<file path="src/include/nand_host_pkg.sv">
// package: command codes, strobe timing and request encodings for the host
package nand_host_pkg;
	// ==========================================================
	// timing, clock at 250 MHz
	localparam int CLK_NS         = 4;
	localparam int STROBE_LOW_NS  = 25;  // strobe low time, also data sample
	localparam int STROBE_HIGH_NS = 15;  // strobe high time between cycles
	localparam int BUSY_SETTLE_NS = 100; // wait before ready/busy is trusted
	// least times round up to whole cycles
	localparam logic [7:0] LOW_CYC  =
		8'((STROBE_LOW_NS + CLK_NS - 1) / CLK_NS);
	localparam logic [7:0] HIGH_CYC =
		8'((STROBE_HIGH_NS + CLK_NS - 1) / CLK_NS);
	localparam logic [7:0] WB_CYC   =
		8'((BUSY_SETTLE_NS + CLK_NS - 1) / CLK_NS);
	localparam logic [7:0] CYC_LAST = LOW_CYC + HIGH_CYC - 8'h01;

	// ==========================================================
	// bus layout
	localparam int         IO_W      = 16;
	localparam int         BYTE_W    = 8;
	localparam int         IDX_W     = 3;
	localparam logic [2:0] ROW_START = 3'h2; // first row address cycle

	// ==========================================================
	// command codes
	localparam logic [7:0] CMD_READ        = 8'h00;
	localparam logic [7:0] CONF_READ       = 8'h30;
	localparam logic [7:0] CONF_COPY       = 8'h35;
	localparam logic [7:0] CONF_COPY_SP    = 8'h36;
	localparam logic [7:0] CMD_CACHE       = 8'h31;
	localparam logic [7:0] CMD_CACHE_END   = 8'h3f;
	localparam logic [7:0] CMD_PROG        = 8'h80;
	localparam logic [7:0] CMD_PROG2_TRAD  = 8'h81;
	localparam logic [7:0] CMD_COPY        = 8'h85;
	localparam logic [7:0] CONF_PROG       = 8'h10;
	localparam logic [7:0] CONF_PROG_CACHE = 8'h15;
	localparam logic [7:0] CONF_PLANE      = 8'h11;
	localparam logic [7:0] CMD_ERASE       = 8'h60;
	localparam logic [7:0] CONF_ERASE      = 8'hd0;
	localparam logic [7:0] CONF_ERASE_PL   = 8'hd1;
	localparam logic [7:0] CMD_STATUS      = 8'h70;
	localparam logic [7:0] CMD_STATUS_ENH  = 8'h78;
	localparam logic [7:0] CMD_RESET       = 8'hff;

	// ==========================================================
	// request encodings
	typedef enum logic [3:0] {
		op_read, op_read_copy, op_read_copy_sp, op_cache_rand,
		op_cache_seq, op_cache_end, op_prog, op_prog2_trad,
		op_copy_prog, op_erase, op_status, op_status_enh, op_reset
	} op_e;
	typedef enum logic [1:0] {fin_end, fin_cache, fin_plane, fin_none} fin_e;
endpackage

</file>
<file path="src/rtl/addr_cycle_fmt.sv">
// address cycle formatter: column and row into one registered bus word
`timescale 1ns/1ps
module addr_cycle_fmt #(
	parameter int COL_W = 12,
	parameter int ROW_W = 19
) (
	input  wire logic                            core_clk,
	input  wire logic                            srst,
	input  wire logic [nand_host_pkg::IDX_W-1:0] idx,
	input  wire logic                            x16,
	input  wire logic [COL_W-1:0]                col,
	input  wire logic [ROW_W-1:0]                row,
	output logic      [nand_host_pkg::IO_W-1:0]  word_reg
);
	// ==========================================================
	// cycle select
	logic [nand_host_pkg::IO_W-1:0] word_next;
	logic [23:0]                    row_w;

	// unused positions are forced low, upper lines always low
	always_comb begin
		row_w     = 24'(row);
		word_next = '0;
		case (idx)
			3'h0: word_next[7:0] = col[7:0];
			3'h1: begin
				if (x16) begin
					word_next[2:0] = col[10:8];
				end else begin
					word_next[3:0] = col[11:8];
				end
			end
			3'h2: word_next[7:0] = row_w[7:0];
			3'h3: word_next[7:0] = row_w[15:8];
			3'h4: word_next[7:0] = row_w[23:16];
			default: word_next = '0;
		endcase
	end

	always_ff @(posedge core_clk) begin
		if (srst) begin
			word_reg <= '0;
		end else begin
			word_reg <= word_next;
		end
	end
endmodule

</file>
<file path="src/rtl/nand_host_ctrl.sv">
// host controller that drives the flash pins for one request at a time
// Function
// - two column cycles, upper second-cycle bits low
// - host drives unused address bits low
// - five address cycles, three row cycles
// - read 00h then 30h, 35h, 36h
// - program 80h, confirm 10h or 15h
// - multi-plane program 80h, 11h, 81h/80h, confirm
// - multi-plane copy 85h, 11h, 81h/85h, 10h
// - erase 60h, D0h, multi-plane 60h or D1h
// - cache read 31h, random 00h-31h, end 3Fh
// - host holds both strobes high while busy
`timescale 1ns/1ps
module nand_host_ctrl #(
	parameter int ADDR_CYCLES = 5,
	parameter int COL_W       = 12,
	parameter int ROW_W       = 19,
	parameter int LEN_W       = 13
) (
	input  wire logic                           core_clk,
	input  wire logic                           srst,
	input  wire logic                           req_valid,
	output logic                                req_ready_reg,
	input  wire nand_host_pkg::op_e             req_op,
	input  wire nand_host_pkg::fin_e            req_fin,
	input  wire logic [COL_W-1:0]               req_col,
	input  wire logic [ROW_W-1:0]               req_row,
	input  wire logic [LEN_W-1:0]               req_len,
	input  wire logic                           bus_x16,
	input  wire logic                           wp_release,
	input  wire logic [nand_host_pkg::IO_W-1:0] wr_data,
	input  wire logic                           wr_valid,
	output logic                                wr_take_reg,
	output logic      [nand_host_pkg::IO_W-1:0] rd_data_reg,
	output logic                                rd_valid_reg,
	output logic                                done_reg,
	output logic                                cle_reg,
	output logic                                ale_reg,
	output logic                                ce_n_reg,
	output logic                                we_n_reg,
	output logic                                read_strobe_n_reg,
	output logic                                wp_n_reg,
	output logic      [nand_host_pkg::IO_W-1:0] io_out_reg,
	output logic                                io_oe_reg,
	input  wire logic [nand_host_pkg::IO_W-1:0] io_in,
	input  wire logic                           rb_n_in
);
	// ==========================================================
	// request decoding
	function automatic logic [7:0] code1(input nand_host_pkg::op_e op);
		case (op)
			nand_host_pkg::op_cache_seq:  code1 = nand_host_pkg::CMD_CACHE;
			nand_host_pkg::op_cache_end:  code1 = nand_host_pkg::CMD_CACHE_END;
			nand_host_pkg::op_prog:       code1 = nand_host_pkg::CMD_PROG;
			nand_host_pkg::op_prog2_trad: code1 = nand_host_pkg::CMD_PROG2_TRAD;
			nand_host_pkg::op_copy_prog:  code1 = nand_host_pkg::CMD_COPY;
			nand_host_pkg::op_erase:      code1 = nand_host_pkg::CMD_ERASE;
			nand_host_pkg::op_status:     code1 = nand_host_pkg::CMD_STATUS;
			nand_host_pkg::op_status_enh: code1 = nand_host_pkg::CMD_STATUS_ENH;
			nand_host_pkg::op_reset:      code1 = nand_host_pkg::CMD_RESET;
			default:                      code1 = nand_host_pkg::CMD_READ;
		endcase
	endfunction

	function automatic logic [7:0] conf(input nand_host_pkg::op_e op,
		input nand_host_pkg::fin_e fin);
		case (op)
			nand_host_pkg::op_read:         conf = nand_host_pkg::CONF_READ;
			nand_host_pkg::op_read_copy:    conf = nand_host_pkg::CONF_COPY;
			nand_host_pkg::op_read_copy_sp: conf = nand_host_pkg::CONF_COPY_SP;
			nand_host_pkg::op_cache_rand:   conf = nand_host_pkg::CMD_CACHE;
			nand_host_pkg::op_erase:
				conf = (fin == nand_host_pkg::fin_plane) ?
					nand_host_pkg::CONF_ERASE_PL : nand_host_pkg::CONF_ERASE;
			default: begin
				case (fin)
					nand_host_pkg::fin_cache: conf = nand_host_pkg::CONF_PROG_CACHE;
					nand_host_pkg::fin_plane: conf = nand_host_pkg::CONF_PLANE;
					default:                  conf = nand_host_pkg::CONF_PROG;
				endcase
			end
		endcase
	endfunction

	function automatic logic is_read(input nand_host_pkg::op_e op);
		is_read = op inside {nand_host_pkg::op_read, nand_host_pkg::op_read_copy,
			nand_host_pkg::op_read_copy_sp, nand_host_pkg::op_cache_rand};
	endfunction

	function automatic logic is_prog(input nand_host_pkg::op_e op);
		is_prog = op inside {nand_host_pkg::op_prog, nand_host_pkg::op_prog2_trad,
			nand_host_pkg::op_copy_prog};
	endfunction

	function automatic logic row_only(input nand_host_pkg::op_e op);
		row_only = op inside {nand_host_pkg::op_erase,
			nand_host_pkg::op_status_enh};
	endfunction

	// status commands read at once, everything else waits for ready except program and erase sent with fin_none
	function automatic logic no_wait(input nand_host_pkg::op_e op);
		no_wait = op inside {nand_host_pkg::op_status,
			nand_host_pkg::op_status_enh};
	endfunction

	// ==========================================================
	// sequencer
	typedef enum logic [2:0] {
		st_idle, st_cmd1, st_addr, st_wdata, st_cmd2, st_wait_wb,
		st_wait_rdy, st_rdata
	} state_e;

	state_e                            state_reg, state_next;
	logic [7:0]                        cnt_reg, cnt_next;
	logic [nand_host_pkg::IDX_W-1:0]   idx_reg, idx_next;
	nand_host_pkg::op_e                op_reg, op_next;
	nand_host_pkg::fin_e               fin_reg, fin_next;
	logic [COL_W-1:0]                  col_reg, col_next;
	logic [ROW_W-1:0]                  row_reg, row_next;
	logic [LEN_W-1:0]                  left_reg, left_next;
	logic                              bus_end, take, has_conf;
	logic [nand_host_pkg::IO_W-1:0]    fmt_word;

	always_comb begin
		state_next = state_reg;
		cnt_next   = cnt_reg + 8'h01;
		idx_next   = idx_reg;
		op_next    = op_reg;
		fin_next   = fin_reg;
		col_next   = col_reg;
		row_next   = row_reg;
		left_next  = left_reg;
		take       = 1'b0;
		bus_end    = cnt_reg == nand_host_pkg::CYC_LAST;
		has_conf   = is_read(op_reg) ||
			((is_prog(op_reg) || op_reg == nand_host_pkg::op_erase) &&
			fin_reg != nand_host_pkg::fin_none);
		case (state_reg)
			st_idle: begin
				cnt_next = '0;
				if (req_valid) begin
					state_next = st_cmd1;
					op_next    = req_op;
					fin_next   = req_fin;
					col_next   = req_col;
					row_next   = req_row;
					left_next  = req_len;
				end
			end
			st_cmd1: begin
				if (bus_end) begin
					cnt_next = '0;
					if (is_read(op_reg) || is_prog(op_reg) ||
						row_only(op_reg)) begin
						state_next = st_addr;
						idx_next   = row_only(op_reg) ?
							nand_host_pkg::ROW_START : '0;
					end else if (!no_wait(op_reg)) begin
						state_next = st_wait_wb;
					end else begin
						state_next = (left_reg != '0) ? st_rdata : st_idle;
					end
				end
			end
			st_addr: begin
				if (bus_end) begin
					cnt_next = '0;
					idx_next = idx_reg + 3'h1;
					// all address cycles are sent, only the three row cycles for erase and enhanced status
					if (idx_reg == 3'(ADDR_CYCLES - 1)) begin
						if (is_prog(op_reg) && left_reg != '0) begin
							state_next = st_wdata;
						end else if (has_conf) begin
							state_next = st_cmd2;
						end else if (no_wait(op_reg)) begin
							state_next = (left_reg != '0) ? st_rdata : st_idle;
						end else begin
							state_next = st_idle;
						end
					end
				end
			end
			st_wdata: begin
				// idle before the strobe until the user has a word
				if (cnt_reg == '0 && !wr_valid) begin
					cnt_next = '0;
				end else begin
					take = cnt_reg == '0;
					if (bus_end) begin
						cnt_next  = '0;
						left_next = left_reg - 1'b1;
						if (left_reg == LEN_W'(1)) begin
							state_next = has_conf ? st_cmd2 : st_idle;
						end
					end
				end
			end
			st_cmd2: begin
				if (bus_end) begin
					cnt_next   = '0;
					state_next = st_wait_wb;
				end
			end
			st_wait_wb: begin
				// ready/busy is not valid right after the confirm
				if (cnt_reg == nand_host_pkg::WB_CYC - 8'h01) begin
					cnt_next   = '0;
					state_next = st_wait_rdy;
				end
			end
			st_wait_rdy: begin
				cnt_next = '0;
				if (rb_n_in) begin
					state_next = (is_read(op_reg) ||
						op_reg == nand_host_pkg::op_cache_seq ||
						op_reg == nand_host_pkg::op_cache_end) &&
						left_reg != '0 ? st_rdata : st_idle;
				end
			end
			st_rdata: begin
				if (bus_end) begin
					cnt_next  = '0;
					left_next = left_reg - 1'b1;
					if (left_reg == LEN_W'(1)) begin
						state_next = st_idle;
					end
				end
			end
			default: state_next = st_idle;
		endcase
	end

	always_ff @(posedge core_clk) begin
		if (srst) begin
			state_reg <= st_idle;
			cnt_reg   <= '0;
			idx_reg   <= '0;
			op_reg    <= nand_host_pkg::op_read;
			fin_reg   <= nand_host_pkg::fin_end;
			col_reg   <= '0;
			row_reg   <= '0;
			left_reg  <= '0;
		end else begin
			state_reg <= state_next;
			cnt_reg   <= cnt_next;
			idx_reg   <= idx_next;
			op_reg    <= op_next;
			fin_reg   <= fin_next;
			col_reg   <= col_next;
			row_reg   <= row_next;
			left_reg  <= left_next;
		end
	end

	// word for the address cycle in idx_reg, one register behind idx_next
	addr_cycle_fmt #(
		.COL_W    (COL_W),
		.ROW_W    (ROW_W)
	) u_fmt (
		.core_clk (core_clk),
		.srst     (srst),
		.idx      (idx_next),
		.x16      (bus_x16),
		.col      (col_next),
		.row      (row_next),
		.word_reg (fmt_word)
	);

	// ==========================================================
	// pin drivers, taken from the next sequencer state, wp_n from wp_release
	logic                           drive, strobe_lo, cle_next, ale_next;
	logic                           ce_n_next, we_n_next, re_n_next;
	logic                           oe_next, take_next, rdv_next, done_next;
	logic [nand_host_pkg::IO_W-1:0] io_next, rd_next, lane_mask;

	always_comb begin
		drive     = state_next inside {st_cmd1, st_addr, st_wdata, st_cmd2};
		strobe_lo = cnt_next >= 8'h01 && cnt_next <= nand_host_pkg::LOW_CYC;
		lane_mask = bus_x16 ? '1 : 16'h00ff; // upper lines unused on x8
		cle_next  = state_next inside {st_cmd1, st_cmd2};
		ale_next  = state_next == st_addr;
		ce_n_next = !(drive || state_next == st_rdata);
		// strobes stay high outside their own phases, busy waits included
		we_n_next = !(drive && strobe_lo);
		re_n_next = !(state_next == st_rdata && strobe_lo);
		oe_next   = drive;
		io_next   = io_out_reg;
		case (state_next)
			st_cmd1: io_next = {8'h00, code1(op_next)};
			st_cmd2: io_next = {8'h00, conf(op_next, fin_next)};
			st_addr: io_next = fmt_word;
			st_wdata: begin
				if (take) begin
					io_next = wr_data & lane_mask;
				end
			end
			default: io_next = io_out_reg;
		endcase
		take_next = take;
		rdv_next  = state_reg == st_rdata &&
			cnt_reg == nand_host_pkg::LOW_CYC;
		rd_next   = rdv_next ? (io_in & lane_mask) : rd_data_reg;
		done_next = state_reg != st_idle && state_next == st_idle;
	end

	always_ff @(posedge core_clk) begin
		if (srst) begin
			req_ready_reg     <= 1'b0;
			wr_take_reg       <= 1'b0;
			rd_data_reg       <= '0;
			rd_valid_reg      <= 1'b0;
			done_reg          <= 1'b0;
			cle_reg           <= 1'b0;
			ale_reg           <= 1'b0;
			ce_n_reg          <= 1'b1;
			we_n_reg          <= 1'b1;
			read_strobe_n_reg <= 1'b1;
			wp_n_reg          <= 1'b0;
			io_out_reg        <= '0;
			io_oe_reg         <= 1'b0;
		end else begin
			req_ready_reg     <= state_next == st_idle;
			wr_take_reg       <= take_next;
			rd_data_reg       <= rd_next;
			rd_valid_reg      <= rdv_next;
			done_reg          <= done_next;
			cle_reg           <= cle_next;
			ale_reg           <= ale_next;
			ce_n_reg          <= ce_n_next;
			we_n_reg          <= we_n_next;
			read_strobe_n_reg <= re_n_next;
			wp_n_reg          <= wp_release;
			io_out_reg        <= io_next;
			io_oe_reg         <= oe_next;
		end
	end

	logic cmd_rise, cmd1_rise, we_n_prev_reg, we_n_prev_next;

	// write strobe one cycle back, reset to its idle high level so that
	// leaving reset never looks like a latch edge
	always_comb begin
		we_n_prev_next = we_n_reg;
	end

	always_ff @(posedge core_clk) begin
		if (srst) begin
			we_n_prev_reg <= 1'b1;
		end else begin
			we_n_prev_reg <= we_n_prev_next;
		end
	end

	// command byte latched by the device at this strobe rise
	assign cmd_rise  = we_n_reg && !we_n_prev_reg && cle_reg;
	assign cmd1_rise = cmd_rise && state_reg == st_cmd1;
endmodule

</file>
<file path="config.mk">
export PLATFORM = sky130hd
export DESIGN_NAME = nand_host_ctrl
export DESIGN_NICKNAME = d
export VERILOG_FILES = /design/src/include/nand_host_pkg.sv /design/src/rtl/addr_cycle_fmt.sv /design/src/rtl/nand_host_ctrl.sv
export SDC_FILE = /design/constraint.sdc
export NUM_CORES = 1
export LEC_CHECK = 0
export BUFFER_PORTS_ARGS = -buffer_cell sky130_fd_sc_hd__buf_2
export CORE_MARGIN = 4
export CORE_UTILIZATION = 50
export DETAILED_ROUTE_END_ITERATION = 12
export HOLD_SLACK_MARGIN = 0.15
export PLACE_DENSITY_LB_ADDON = 0.15
export SYNTH_ARGS = -nofsm -noshare
export SYNTH_HDL_FRONTEND = slang
export SYNTH_SLANG_ARGS = --single-unit
</file>
<file path="constraint.sdc">
create_clock -name core_clk -period 3.1 [get_ports core_clk]
set_input_delay 0.31 -clock core_clk [delete_from_list [all_inputs] [get_ports core_clk]]
set_output_delay 0.31 -clock core_clk [all_outputs]
set_load 0.03 [all_outputs]
</file>
==> key figures, run 1 <==
Run
  • Maxcap violations: 0

Worst hold path
  • Hold_sp: req_row[11]
  • WHS Endpoint: row_reg[11]
  • Hold depth: 3
  • Hold crit path type: in2reg

Floorplan
  • Die area: 0.01409 mm^2
  • Core box area: 0.01201 mm^2
  • Rows: 40
  • Die Y-Extent: 118.7 um
  • Initial Util: 0.5100
  • Die width: 118.7 um
  • I/O pin cnt: 132

Drt
  • Routed WL: 17.89 mm
  • Residual DRC: 0
  • Vias: 6494
  • Routed len/inst: 15.65 um
  • Via density: 5.682
  • Pre-antenna DRT Iters: 5
  • Final ANT Viol Nets: 0
  • Initial DRC Count: 483

Timing
  • Clock Skew: 0.007227 ns
  • Setup TNS: 0 ns
  • Max Slew Vio Count: 0
  • Slew @ Worst Pin: 0.6538 ns
  • Final setup fails: 0
  • Fmax: 0.3412 GHz
  • Final period util: 0.9456
  • Fin. Hold Viols: 0
  • Crit path time final: 2.931 ns
  • Relative slew slack: 0.5641
  • RSZ-0062 raised after global routing: no

Power
  • Leak: roughly 3.5 nW
  • Pwr Density: 514.3 mW/mm^2
  • Peak VDD IR: around 0.35 mV

Layout
  • Fillers: 1015
  • Fraction of layout cells with a size suffix above 1: 0.2369
  • Antenna cell count: 0
  • Most common cell after layout, fill and taps aside: nand2_1
  • Net count, final: approximately 1100
  • Most frequent cells in the layout: 161 x nand2_1, 131 x buf_2, 114 x dfxtp_1
  • Reg area: 0.002303 mm^2
  • Final Instance Count excl. Fillers: 1143
  • Number of flip-flops in the largest register: 19
  • Final Util: 0.6754
  • Area Overhead vs Synth: 32.43%
  • Multi-input gate area: 0.003561 mm^2

Yosys
  • Synth top area cells: dfxtp_1 38%, nand2_1 9.9%, a21oi_1 6.5%, nor2_1 4.6%, nand3_1 3.4%
  • Unique masters post-synth: 75
  • FF+latch count, synth: about 120
  • Mapped Nets: 903
  • Seq/Total Area, Yosys: 0.3758
  • Synthesized area per cell: 7.619 um^2
  • Gate Count Post-Synth: 804
  • Yosys top cell area share: 0.3758
  • Top_reg_cell synth: dfxtp_1
  • YS warnings: 0
  • Post-synth EDFFs: 0
  • Async S/R FF share, synth: 0
  • Post-Syn Area: roughly 0.0061 mm^2
  • Post-synth top area cell: dfxtp_1

Critical path
  • Critical path data required time: approximately 3.5 ns
  • Worst-path maximum fanout: 17
  • R2R setup slack: 0.17 ns
  • Critical R2R Launch: cnt_reg[5]
  • Worst R2R Path Depth: 10
  • CP endpoint kind: register
  • Crit start category: register
  • CP arrival: ~3.3 ns
  • Crit Path Class: reg2reg
  • Reg2reg end: io_out_reg[5]

Placed design
  • Buffers on Ports: 131
  • Hpwl dp: 12.70 mm
  • Placed cell count: 1071
  • Gpl congestion: 0.8955

Global routing
  • First-pass GRT wire length: ~29 mm
  • Grt total ovfl: 0
  • Vias in the first global route: roughly 6100
  • Initial antenna violation count: 0
  • Largest net degree at the start of global routing: 41
  • All-Layer GR Usage: 0.2527

Clock tree
  • Root Driver: clkbuf_16
  • Num Clock Sinks: 115
  • CTS max path bufs: 2
  • Clock slew at reported path FFs: 0.05 ns
  • H-tree depth: 4
  • TritonCTS clock tree: yes
  • Number of CTS-inserted buffers: 17
  • Clk Latency, worst-skew pair: 0.42 ns

Outcome
  • Status: finished, final reports clean
## worst max-delay path, cell delays in order (launching register included)
cell      delay (ns)
dfxtp_1         0.32
or4_4           0.57
buf_4           0.18
nor4_1          0.28
o21ai_0         0.22
o2111a_1        0.23
nor3_1          0.23
buf_4           0.27
nor2_1          0.10
a221oi_1        0.32
a22o_1          0.17
## synth_stat cells, types with 3 or more instances
cell and number:
and3_1 6, nor4_1 6, nor2b_1 5, a211oi_1 8, a22oi_1 8, nor3_1 19, inv_1 20, a21o_1 6
a31oi_1 8, nand3_1 42, o2bb2ai_1 4, nor2_1 75, ha_1 10, o221ai_1 3, nand4_1 7, a22o_1 3
o21ai_0 34, clkbuf_1 47, mux2_2 4, nand3b_1 4, a221oi_1 4, a211oi_2 3, dfxtp_1 115, a32o_1 3
nor3b_1 3, buf_1 4, mux2i_1 17, a32oi_1 6, xor2_1 5, and2_1 5, o22ai_1 6, nand2b_1 5
and4_1 8, or4_1 5, a21oi_1 79, nand2_1 162, o21a_1 3, xnor2_1 4
## routing by layer
metal | track usage | vias to the layer above | part of all wire
met4 | 0.1035 | 0 | 0.022
met1 | 0.3134 | 3021 | 0.43
met5 | 0 | - | 0
met3 | 0.05981 | 37 | 0.054
met2 | 0.4210 | 210 | 0.49
li1 | - | 3226 | -
## where the power goes
part / internal (mW) / switching [mW] / leakage, nW
Clock: 1.25 / 0.706 / 0.282
Combinational: 0.268 / 0.355 / 2.25
Sequential: 1.55 / 0.0495 / 0.940
## per-stage QoR
stage	worst slack, ns	power (mW)	area, um^2	hold slack [ns]
2_1_floorplan	0.09031	1.994	6135	0.4331
3_3_place_gp	0.1470	2.185	7084	0.4366
3_5_place_dp	0.05638	2.197	7084	0.4419
4_1_cts	0.04595	4.179	8061	0.1523
5_1_grt	0.01311	4.333	8113	0.1613
6_report	0.1688	4.172	8113	0.1574
## layout make-up
class                           count  area share
Sequential cell                   115      0.2839
Timing Repair Buffer              216      0.1717
Clock inverter                     11     0.01558
Clock buffer                       21     0.05799
Tap cell                          147     0.02267
Multi-Input combinational cell    613      0.4389
Inverter                           20    0.009254
## cells by family (layout without fill, tap and decap cells)
kind of cell / Yosys count / count (layout) / synth area share
AND/OR/NAND/NOR: 364 / 364 / 0.2721
flip-flops: 115 / 115 / 0.3758
multiplexers: 22 / 22 / 0.03881
buffers and inverters: 76 / 268 / 0.04943
adder cells (fa/ha/maj): 11 / 11 / 0.02206
XOR/XNOR: 9 / 9 / 0.01287
AO/OA/AOI/OAI: 207 / 207 / 0.2290
## worst max path at each step
stage,startpoint,cells past startpoint,endpoint,slack (ns)
finish,cnt_reg[5],10,io_out_reg[5],0.17
global route,cnt_reg[1],9,io_out_reg[1],0.01
CTS,cnt_reg[5],9,io_out_reg[5],0.05
detailed placement,cnt_reg[5],9,io_out_reg[5],0.06
global placement,cnt_reg[5],9,io_out_reg[5],0.15
floorplan,cnt_reg[5],10,io_out_reg[1],0.09
## timing repair
item | CTS | global route
setup endpoints to repair | 0 | 12
endpoints found under the hold margin | 38 | 0
setup buffers | 0 | 2
hold buffers | 38 | 0
resized for setup | 0 | 11
No activity file was read; power rests on OpenSTA's default activity.
==> run 2: changes to the inputs <==
==> constraint.sdc (replaced) <==
create_clock -name core_clk -period 3.1 [get_ports core_clk]
set_input_delay 0.465 -clock core_clk [delete_from_list [all_inputs] [get_ports core_clk]]
set_output_delay 0.465 -clock core_clk [all_outputs]
set_load 0.03 [all_outputs]
==> key figures, run 2 (same netlist as run 1, synthesis figures left out) <==
Outcome
  • Status: finished, final reports clean

Power
  • Peak VDD IR: 0.4137 mV (+18%)
  • Pwr Density: 528.1 mW/mm^2 (+2.7%)
  • Leak: 3.306 nW (-4.7%)

Layout
  • Antenna cell count: 0 (unchanged)
  • Fillers: 1059 (+4.3%)
  • Net count, final: 1042 (-3.7%)
  • Area Overhead vs Synth: 25.84%
  • Most frequent cells in the layout: 162 x nand2_1, 131 x buf_2, 115 x dfxtp_1
  • Number of flip-flops in the largest register: 19 (unchanged)
  • Final instance area: 0.007709 mm^2 (-5.0%)
  • Most common cell after layout, fill and taps aside: nand2_1
  • Fraction of layout cells with a size suffix above 1: 0.2416 (+0.004684)
  • Final Util: 0.6418 (-0.03365)

Critical path
  • Worst-path maximum fanout: 18 (+1)
  • Critical path cell sequence: or4_1 -> buf_4 -> or4_1 -> o311ai_1 -> a211oi_2 -> nand2_1 -> buf_4 -> mux2_2 -> a32o_1
  • Slowest stage delay, CP: 0.59 ns (+0.02 ns)
  • Critical path data required time: 3.41 ns (-0.06 ns)
  • Crit Path Class: reg2reg
  • CP arrival: 3.30 ns (about the same)
  • CP endpoint kind: register
  • Slowest-stage cell, CP: or4_1
  • Crit start category: register

Global routing
  • Initial antenna violation count: 0 (unchanged)
  • Vias in the first global route: 6064 (-1.4%)
  • First-pass GRT wire length: 28.46 mm (-3.1%)
  • Grt total ovfl: 0 (unchanged)
  • Met1 GRT Util: 0.2964 (-0.01700)
  • Global routing's busiest layer: met2
  • GRT met3 Usage: 0.06651 (+0.006699)
  • Met2 usage: 0.4174 (-0.003552)
  • All-Layer GR Usage: 0.2445 (-0.008216)
  • Largest net degree at the start of global routing: 41 (unchanged)

Clock tree
  • Num Clock Sinks: 115 (unchanged)
  • Number of CTS-inserted buffers: 17 (unchanged)
  • Clk Latency, worst-skew pair: 0.42 ns (about the same)
  • H-tree depth: 4 (unchanged)
  • Number of setup buffers added after CTS: 0 (unchanged)
  • CTS max path bufs: 2 (unchanged)
  • TritonCTS clock tree: yes
  • Clock slew at reported path FFs: 0.05 ns (about the same)
  • Root Driver: clkbuf_16

Timing
  • Final period util: 0.9643 (+0.01876)
  • Fin. Hold Viols: 0 (unchanged)
  • Crit path time final: 2.989 ns (+0.05817 ns)
  • Max Slew Vio Count: 0 (unchanged)
  • Final setup fails: 0 (unchanged)
  • Fmax: 0.3345 GHz (-1.9%)
  • Clock Skew: 0.005679 ns (-0.001548 ns)
  • Relative slew slack: 0.5383 (-0.02577)
  • Slew @ Worst Pin: 0.6925 ns (+0.03865 ns)

Floorplan
  • Initial Util: 0.5100 (unchanged)
  • Die area: 0.01409 mm^2 (unchanged)
  • Die Y-Extent: 118.7 um (unchanged)
  • Rows: 40 (unchanged)
  • Die width: 118.7 um (unchanged)
  • Core box area: 0.01201 mm^2 (unchanged)
  • I/O pin cnt: 132 (unchanged)

Drt
  • Via density: 5.733 (+0.91%)
  • Vias: 6324 (-2.6%)
  • Residual DRC: 0 (unchanged)
  • Routed WL: 17.33 mm (-3.1%)
  • Initial DRC Count: 400 (-17%)
  • Final ANT Viol Nets: 0 (unchanged)
  • Pre-antenna DRT Iters: 5 (unchanged)
  • Routed len/inst: 15.71 um (+0.38%)

Worst hold path
  • Hold crit path type: in2reg

Placed design
  • Gpl congestion: 0.9084 (+1.4%)
  • Buffers on Ports: 131 (unchanged)
  • Hpwl dp: 12.78 mm (+0.66%)
  • Placed Area: 0.007097 mm^2 (+0.18%)

Run
  • Maxcap violations: 0 (unchanged)
-- run 2: cell types whose count changed in the layout (fill, tap and decap cells not counted), sizes merged --
cell,before,now
dlygate4sd3,38,0
buf,178,176
clkinv,4,6
clkbuf,21,20
clkinvlp,4,3
-- run 2: per-layer routing --
layer	routed length (um)	share of wire
met2	8521	0.49
met5	0	0
met1	7395	0.43
met3	1092	0.063
met4	320	0.018
-- run 2: per-stage QoR --
step | power, mW | TNS [ns] | instances | hold slack (ns) | setup WS, ns
after global placement | 2.187 | 0 | 1071 | 0.4378 | 0.1251
final | 4.071 | 0 | 1103 | 0.2617 | 0.1106
after CTS | 4.094 | 0 | 1103 | 0.2440 | 0.04880
after floorplan | 1.994 | 0 | 804 | 0.4331 | 0.09031
after detailed placement | 2.201 | 0 | 1071 | 0.4419 | 0.05923
after global routing | 4.246 | -0.01543 | 1103 | 0.2555 | -0.009672
-- run 2: area by class of cell --
type | instances | area, um^2 | area share
Clock buffer | 20 | 446.7 | 0.05795
Tap cell | 147 | 183.9 | 0.02386
Sequential cell | 115 | 2302 | 0.2987
Multi-Input combinational cell | 613 | 3558 | 0.4616
Timing Repair Buffer | 176 | 1010 | 0.1310
Clock inverter | 12 | 132.6 | 0.01720
Inverter | 20 | 75.07 | 0.009739
-- run 2: path summary, 6_finish.rpt --
| path | end | slack, ns | depth (start not counted) | from |
|---|---|---|---|---|
| setup / recovery | io_out_reg[2] | 0.11 | 9 | cnt_reg[5] |
| hold reg to reg | rd_data_reg[10] | 0.45 | 2 | rd_data_reg[10] |
| setup reg to reg | io_out_reg[2] | 0.11 | 9 | cnt_reg[5] |
| hold / removal | wp_n_reg | 0.26 | 2 | wp_release |
-- run 2: timing repair --
action                                  CTS  global route
endpoints found under the setup margin    0            12
gates resized for setup                   0             8
hold buffers                              0             0
endpoints found under the hold margin     0             0
-- run 2: where the power goes --
group / total (mW) / internal, mW / switching, mW
sequential: 1.60 / 1.55 / 0.0506
clock: 1.89 / 1.20 / 0.684
combinational: 0.586 / 0.238 / 0.348
-- run 2: worst max-delay path, delay by kind of cell (launching register included) --
| kind | cells | cell delay [ns] |
|---|---|---|
| simple gates | 3 | 1.29 |
| compound gates | 3 | 0.47 |
| buf+inv | 2 | 0.45 |
| mux | 1 | 0.36 |
| flops | 1 | 0.30 |
==> run 3: changes to the inputs <==
CELL_PAD_IN_SITES_DETAIL_PLACEMENT = 0   (was not set)
CELL_PAD_IN_SITES_GLOBAL_PLACEMENT = 1   (was not set)
CORE_UTILIZATION = 36   (was 50)
==> key figures, run 3 (same netlist as run 1, synthesis figures left out) <==
Outcome
  • Status: finished, final reports clean

Clock tree
  • Num Clock Sinks: 115 (unchanged)
  • Clk Latency, worst-skew pair: 0.41 ns (about the same)
  • Root Driver: clkbuf_16
  • CTS max path bufs: 2 (unchanged)
  • Clock slew at reported path FFs: 0.05 ns (about the same)
  • TritonCTS clock tree: yes
  • Number of setup buffers added after CTS: 0 (unchanged)
  • Cts-stage hold buffer count: 0 (unchanged)
  • H-tree depth: 4 (unchanged)
  • Number of CTS-inserted buffers: 17 (unchanged)

Timing
  • Final setup fails: 0 (unchanged)
  • Slew @ Worst Pin: 0.7223 ns (+0.02983 ns)
  • Final period util: 0.9551 (-0.009215)
  • Max Slew Vio Count: 0 (unchanged)
  • Relative slew slack: 0.5185 (-0.01989)
  • Setup TNS: 0 ns (unchanged)
  • Fmax: 0.3377 GHz (+0.96%)
  • Clock Skew: 0.01167 ns (+0.005987 ns)
  • Fin. Hold Viols: 0 (unchanged)
  • Crit path time final: 2.961 ns (-0.02856 ns)
  • RSZ-0062 raised after global routing: yes

Floorplan
  • I/O pin cnt: 132 (unchanged)
  • Core box area: 0.01664 mm^2 (+39%)
  • Die Y-Extent: 138.4 um (+17%)
  • Die width: 138.4 um (+17%)
  • Die area: 0.01917 mm^2 (+36%)
  • Rows: 47 (+18%)
  • Initial Util: 0.3681 (-0.1419)

Drt
  • Routed len/inst: 16.11 um (+2.5%)
  • Initial DRC Count: 323 (-19%)
  • Final ANT Viol Nets: 0 (unchanged)
  • Met2 WL: 9.395 mm (+10%)
  • Vias: 6337 (+0.21%)
  • Residual DRC: 0 (unchanged)
  • Pre-antenna DRT Iters: 5 (unchanged)
  • Wire length on met3: 904 um (-17%)
  • DR top layer: met4
  • Routed WL: 19.11 mm (+10%)
  • Via density: 5.343 (-6.8%)
  • DRT met1 WL: 8.533 mm (+15%)

Global routing
  • First-pass GRT wire length: 31.44 mm (+10%)
  • All-Layer GR Usage: 0.1972 (-0.04732)
  • Grt total ovfl: 0 (unchanged)
  • Vias in the first global route: 6342 (+4.6%)
  • Initial antenna violation count: 0 (unchanged)
  • Largest net degree at the start of global routing: 41 (unchanged)

Critical path
  • CP arrival: 3.30 ns (about the same)
  • Crit start category: register
  • Slowest-stage cell, CP: or4_4
  • Critical path cell sequence: or4_4 -> or2_1 -> o311ai_4 -> buf_4 -> o2111ai_4 -> a211oi_2 -> o221ai_2 -> or4b_1 -> a21oi_1
  • CP endpoint kind: register
  • Worst-path maximum fanout: 5 (-13)
  • Critical path data required time: 3.44 ns (+0.03 ns)
  • Crit Path Class: reg2reg
  • Slowest stage delay, CP: 0.58 ns (about the same)

Layout
  • Most frequent cells in the layout: 161 x nand2_1, 131 x buf_2, 115 x dfxtp_1
  • Net count, final: 1055 (+1.2%)
  • Fraction of layout cells with a size suffix above 1: 0.2526 (+0.01096)
  • Area Overhead vs Synth: 28.86%
  • Most common cell after layout, fill and taps aside: nand2_1
  • Final Util: 0.4743 (-0.1674)
  • Number of flip-flops in the largest register: 19 (unchanged)
  • Antenna cell count: 0 (unchanged)

Power
  • Comb pwr share: 0.146 (+0.002)
  • Switching pwr: 1.061 mW (-2.0%)
  • Sequential power share: 0.387 (-0.006)
  • Internal cell power: 3.064 mW (+2.5%)
  • Leak: 3.376 nW (+2.1%)
  • Clock network fraction of design power: 0.467 (+0.004)
  • Pwr Density: 522.6 mW/mm^2 (-1.0%)
  • Switching share of power: 0.2573 (-0.008646)
  • Peak VDD IR: 0.3631 mV (-12%)

Placed design
  • Gpl congestion: 0.8813 (-3.0%)
  • Hpwl dp: 14.15 mm (+11%)
  • Buffers on Ports: 131 (unchanged)

Worst hold path
  • Hold crit path type: in2reg

Run
  • Maxcap violations: 0 (unchanged)
run 3: what timing repair did:
item | 4_1_cts | 5_1_grt
endpoints found under the setup margin | 1 | 20
resized for setup | 2 | 11
pin swaps | 0 | 3
gates cloned | 0 | 0
run 3: routing by layer:
layer / global-route usage / vias to the layer above
met2: 0.3394 / 150
met4: 0.07020 / 0
met5: 0 / -
li1: - / 3168
met1: 0.2413 / 3001
met3: 0.04627 / 18
run 3: worst paths after layout:
check / cells after the start / end / startpoint / slack (ns)
hold reg to reg: 2 / rd_data_reg[3] / rd_data_reg[3] / 0.45
setup / recovery: 9 / io_out_reg[1] / cnt_reg[5] / 0.14
hold / removal: 2 / wp_n_reg / wp_release / 0.26
setup reg to reg: 9 / io_out_reg[1] / cnt_reg[5] / 0.14
run 3: power groups by stage:
stage / Clock (mW) / Combinational, mW / Sequential (mW)
after global routing: 2.04 / 0.673 / 1.60
after CTS: 1.97 / 0.600 / 1.60
after floorplan: 0 / 0.355 / 1.64
after global placement: 0 / 0.592 / 1.62
after detailed placement: 0 / 0.598 / 1.63
final: 1.93 / 0.602 / 1.60
run 3: layout make-up:
class                      instances  area [um^2]
clock inverter                     5        75.07
timing repair buffer             189         1091
multi-input combinational        613         3573
inverter                          20        75.07
sequential                       115         2302
fill                            1703         8748
tap                              220        275.3
clock buffer                      24        501.7
run 3: critical path, delay by kind of cell, from the launching register on:
kind / cells / cell delay, ns
AOI/OAI and AO/OA: 5 / 0.96
DFF: 1 / 0.31
buffers and inverters: 1 / 0.17
and+or+nand+nor: 3 / 1.46
run 3: through the flow:
| stage | cell area [um^2] | hold slack [ns] | worst slack (ns) | power (mW) | std cells |
|---|---|---|---|---|---|
| 6_report | 7894 | 0.2646 | 0.1392 | 4.125 | 1186 |
| 3_3_place_gp | 7273 | 0.4354 | 0.06132 | 2.217 | 1157 |
| 4_1_cts | 7855 | 0.2435 | 0.002528 | 4.168 | 1186 |
| 2_1_floorplan | 6135 | 0.4331 | 0.09031 | 1.994 | 804 |
| 3_5_place_dp | 7273 | 0.4431 | 0.01725 | 2.224 | 1157 |
| 5_1_grt | 7894 | 0.2766 | -0.08071 | 4.320 | 1186 |
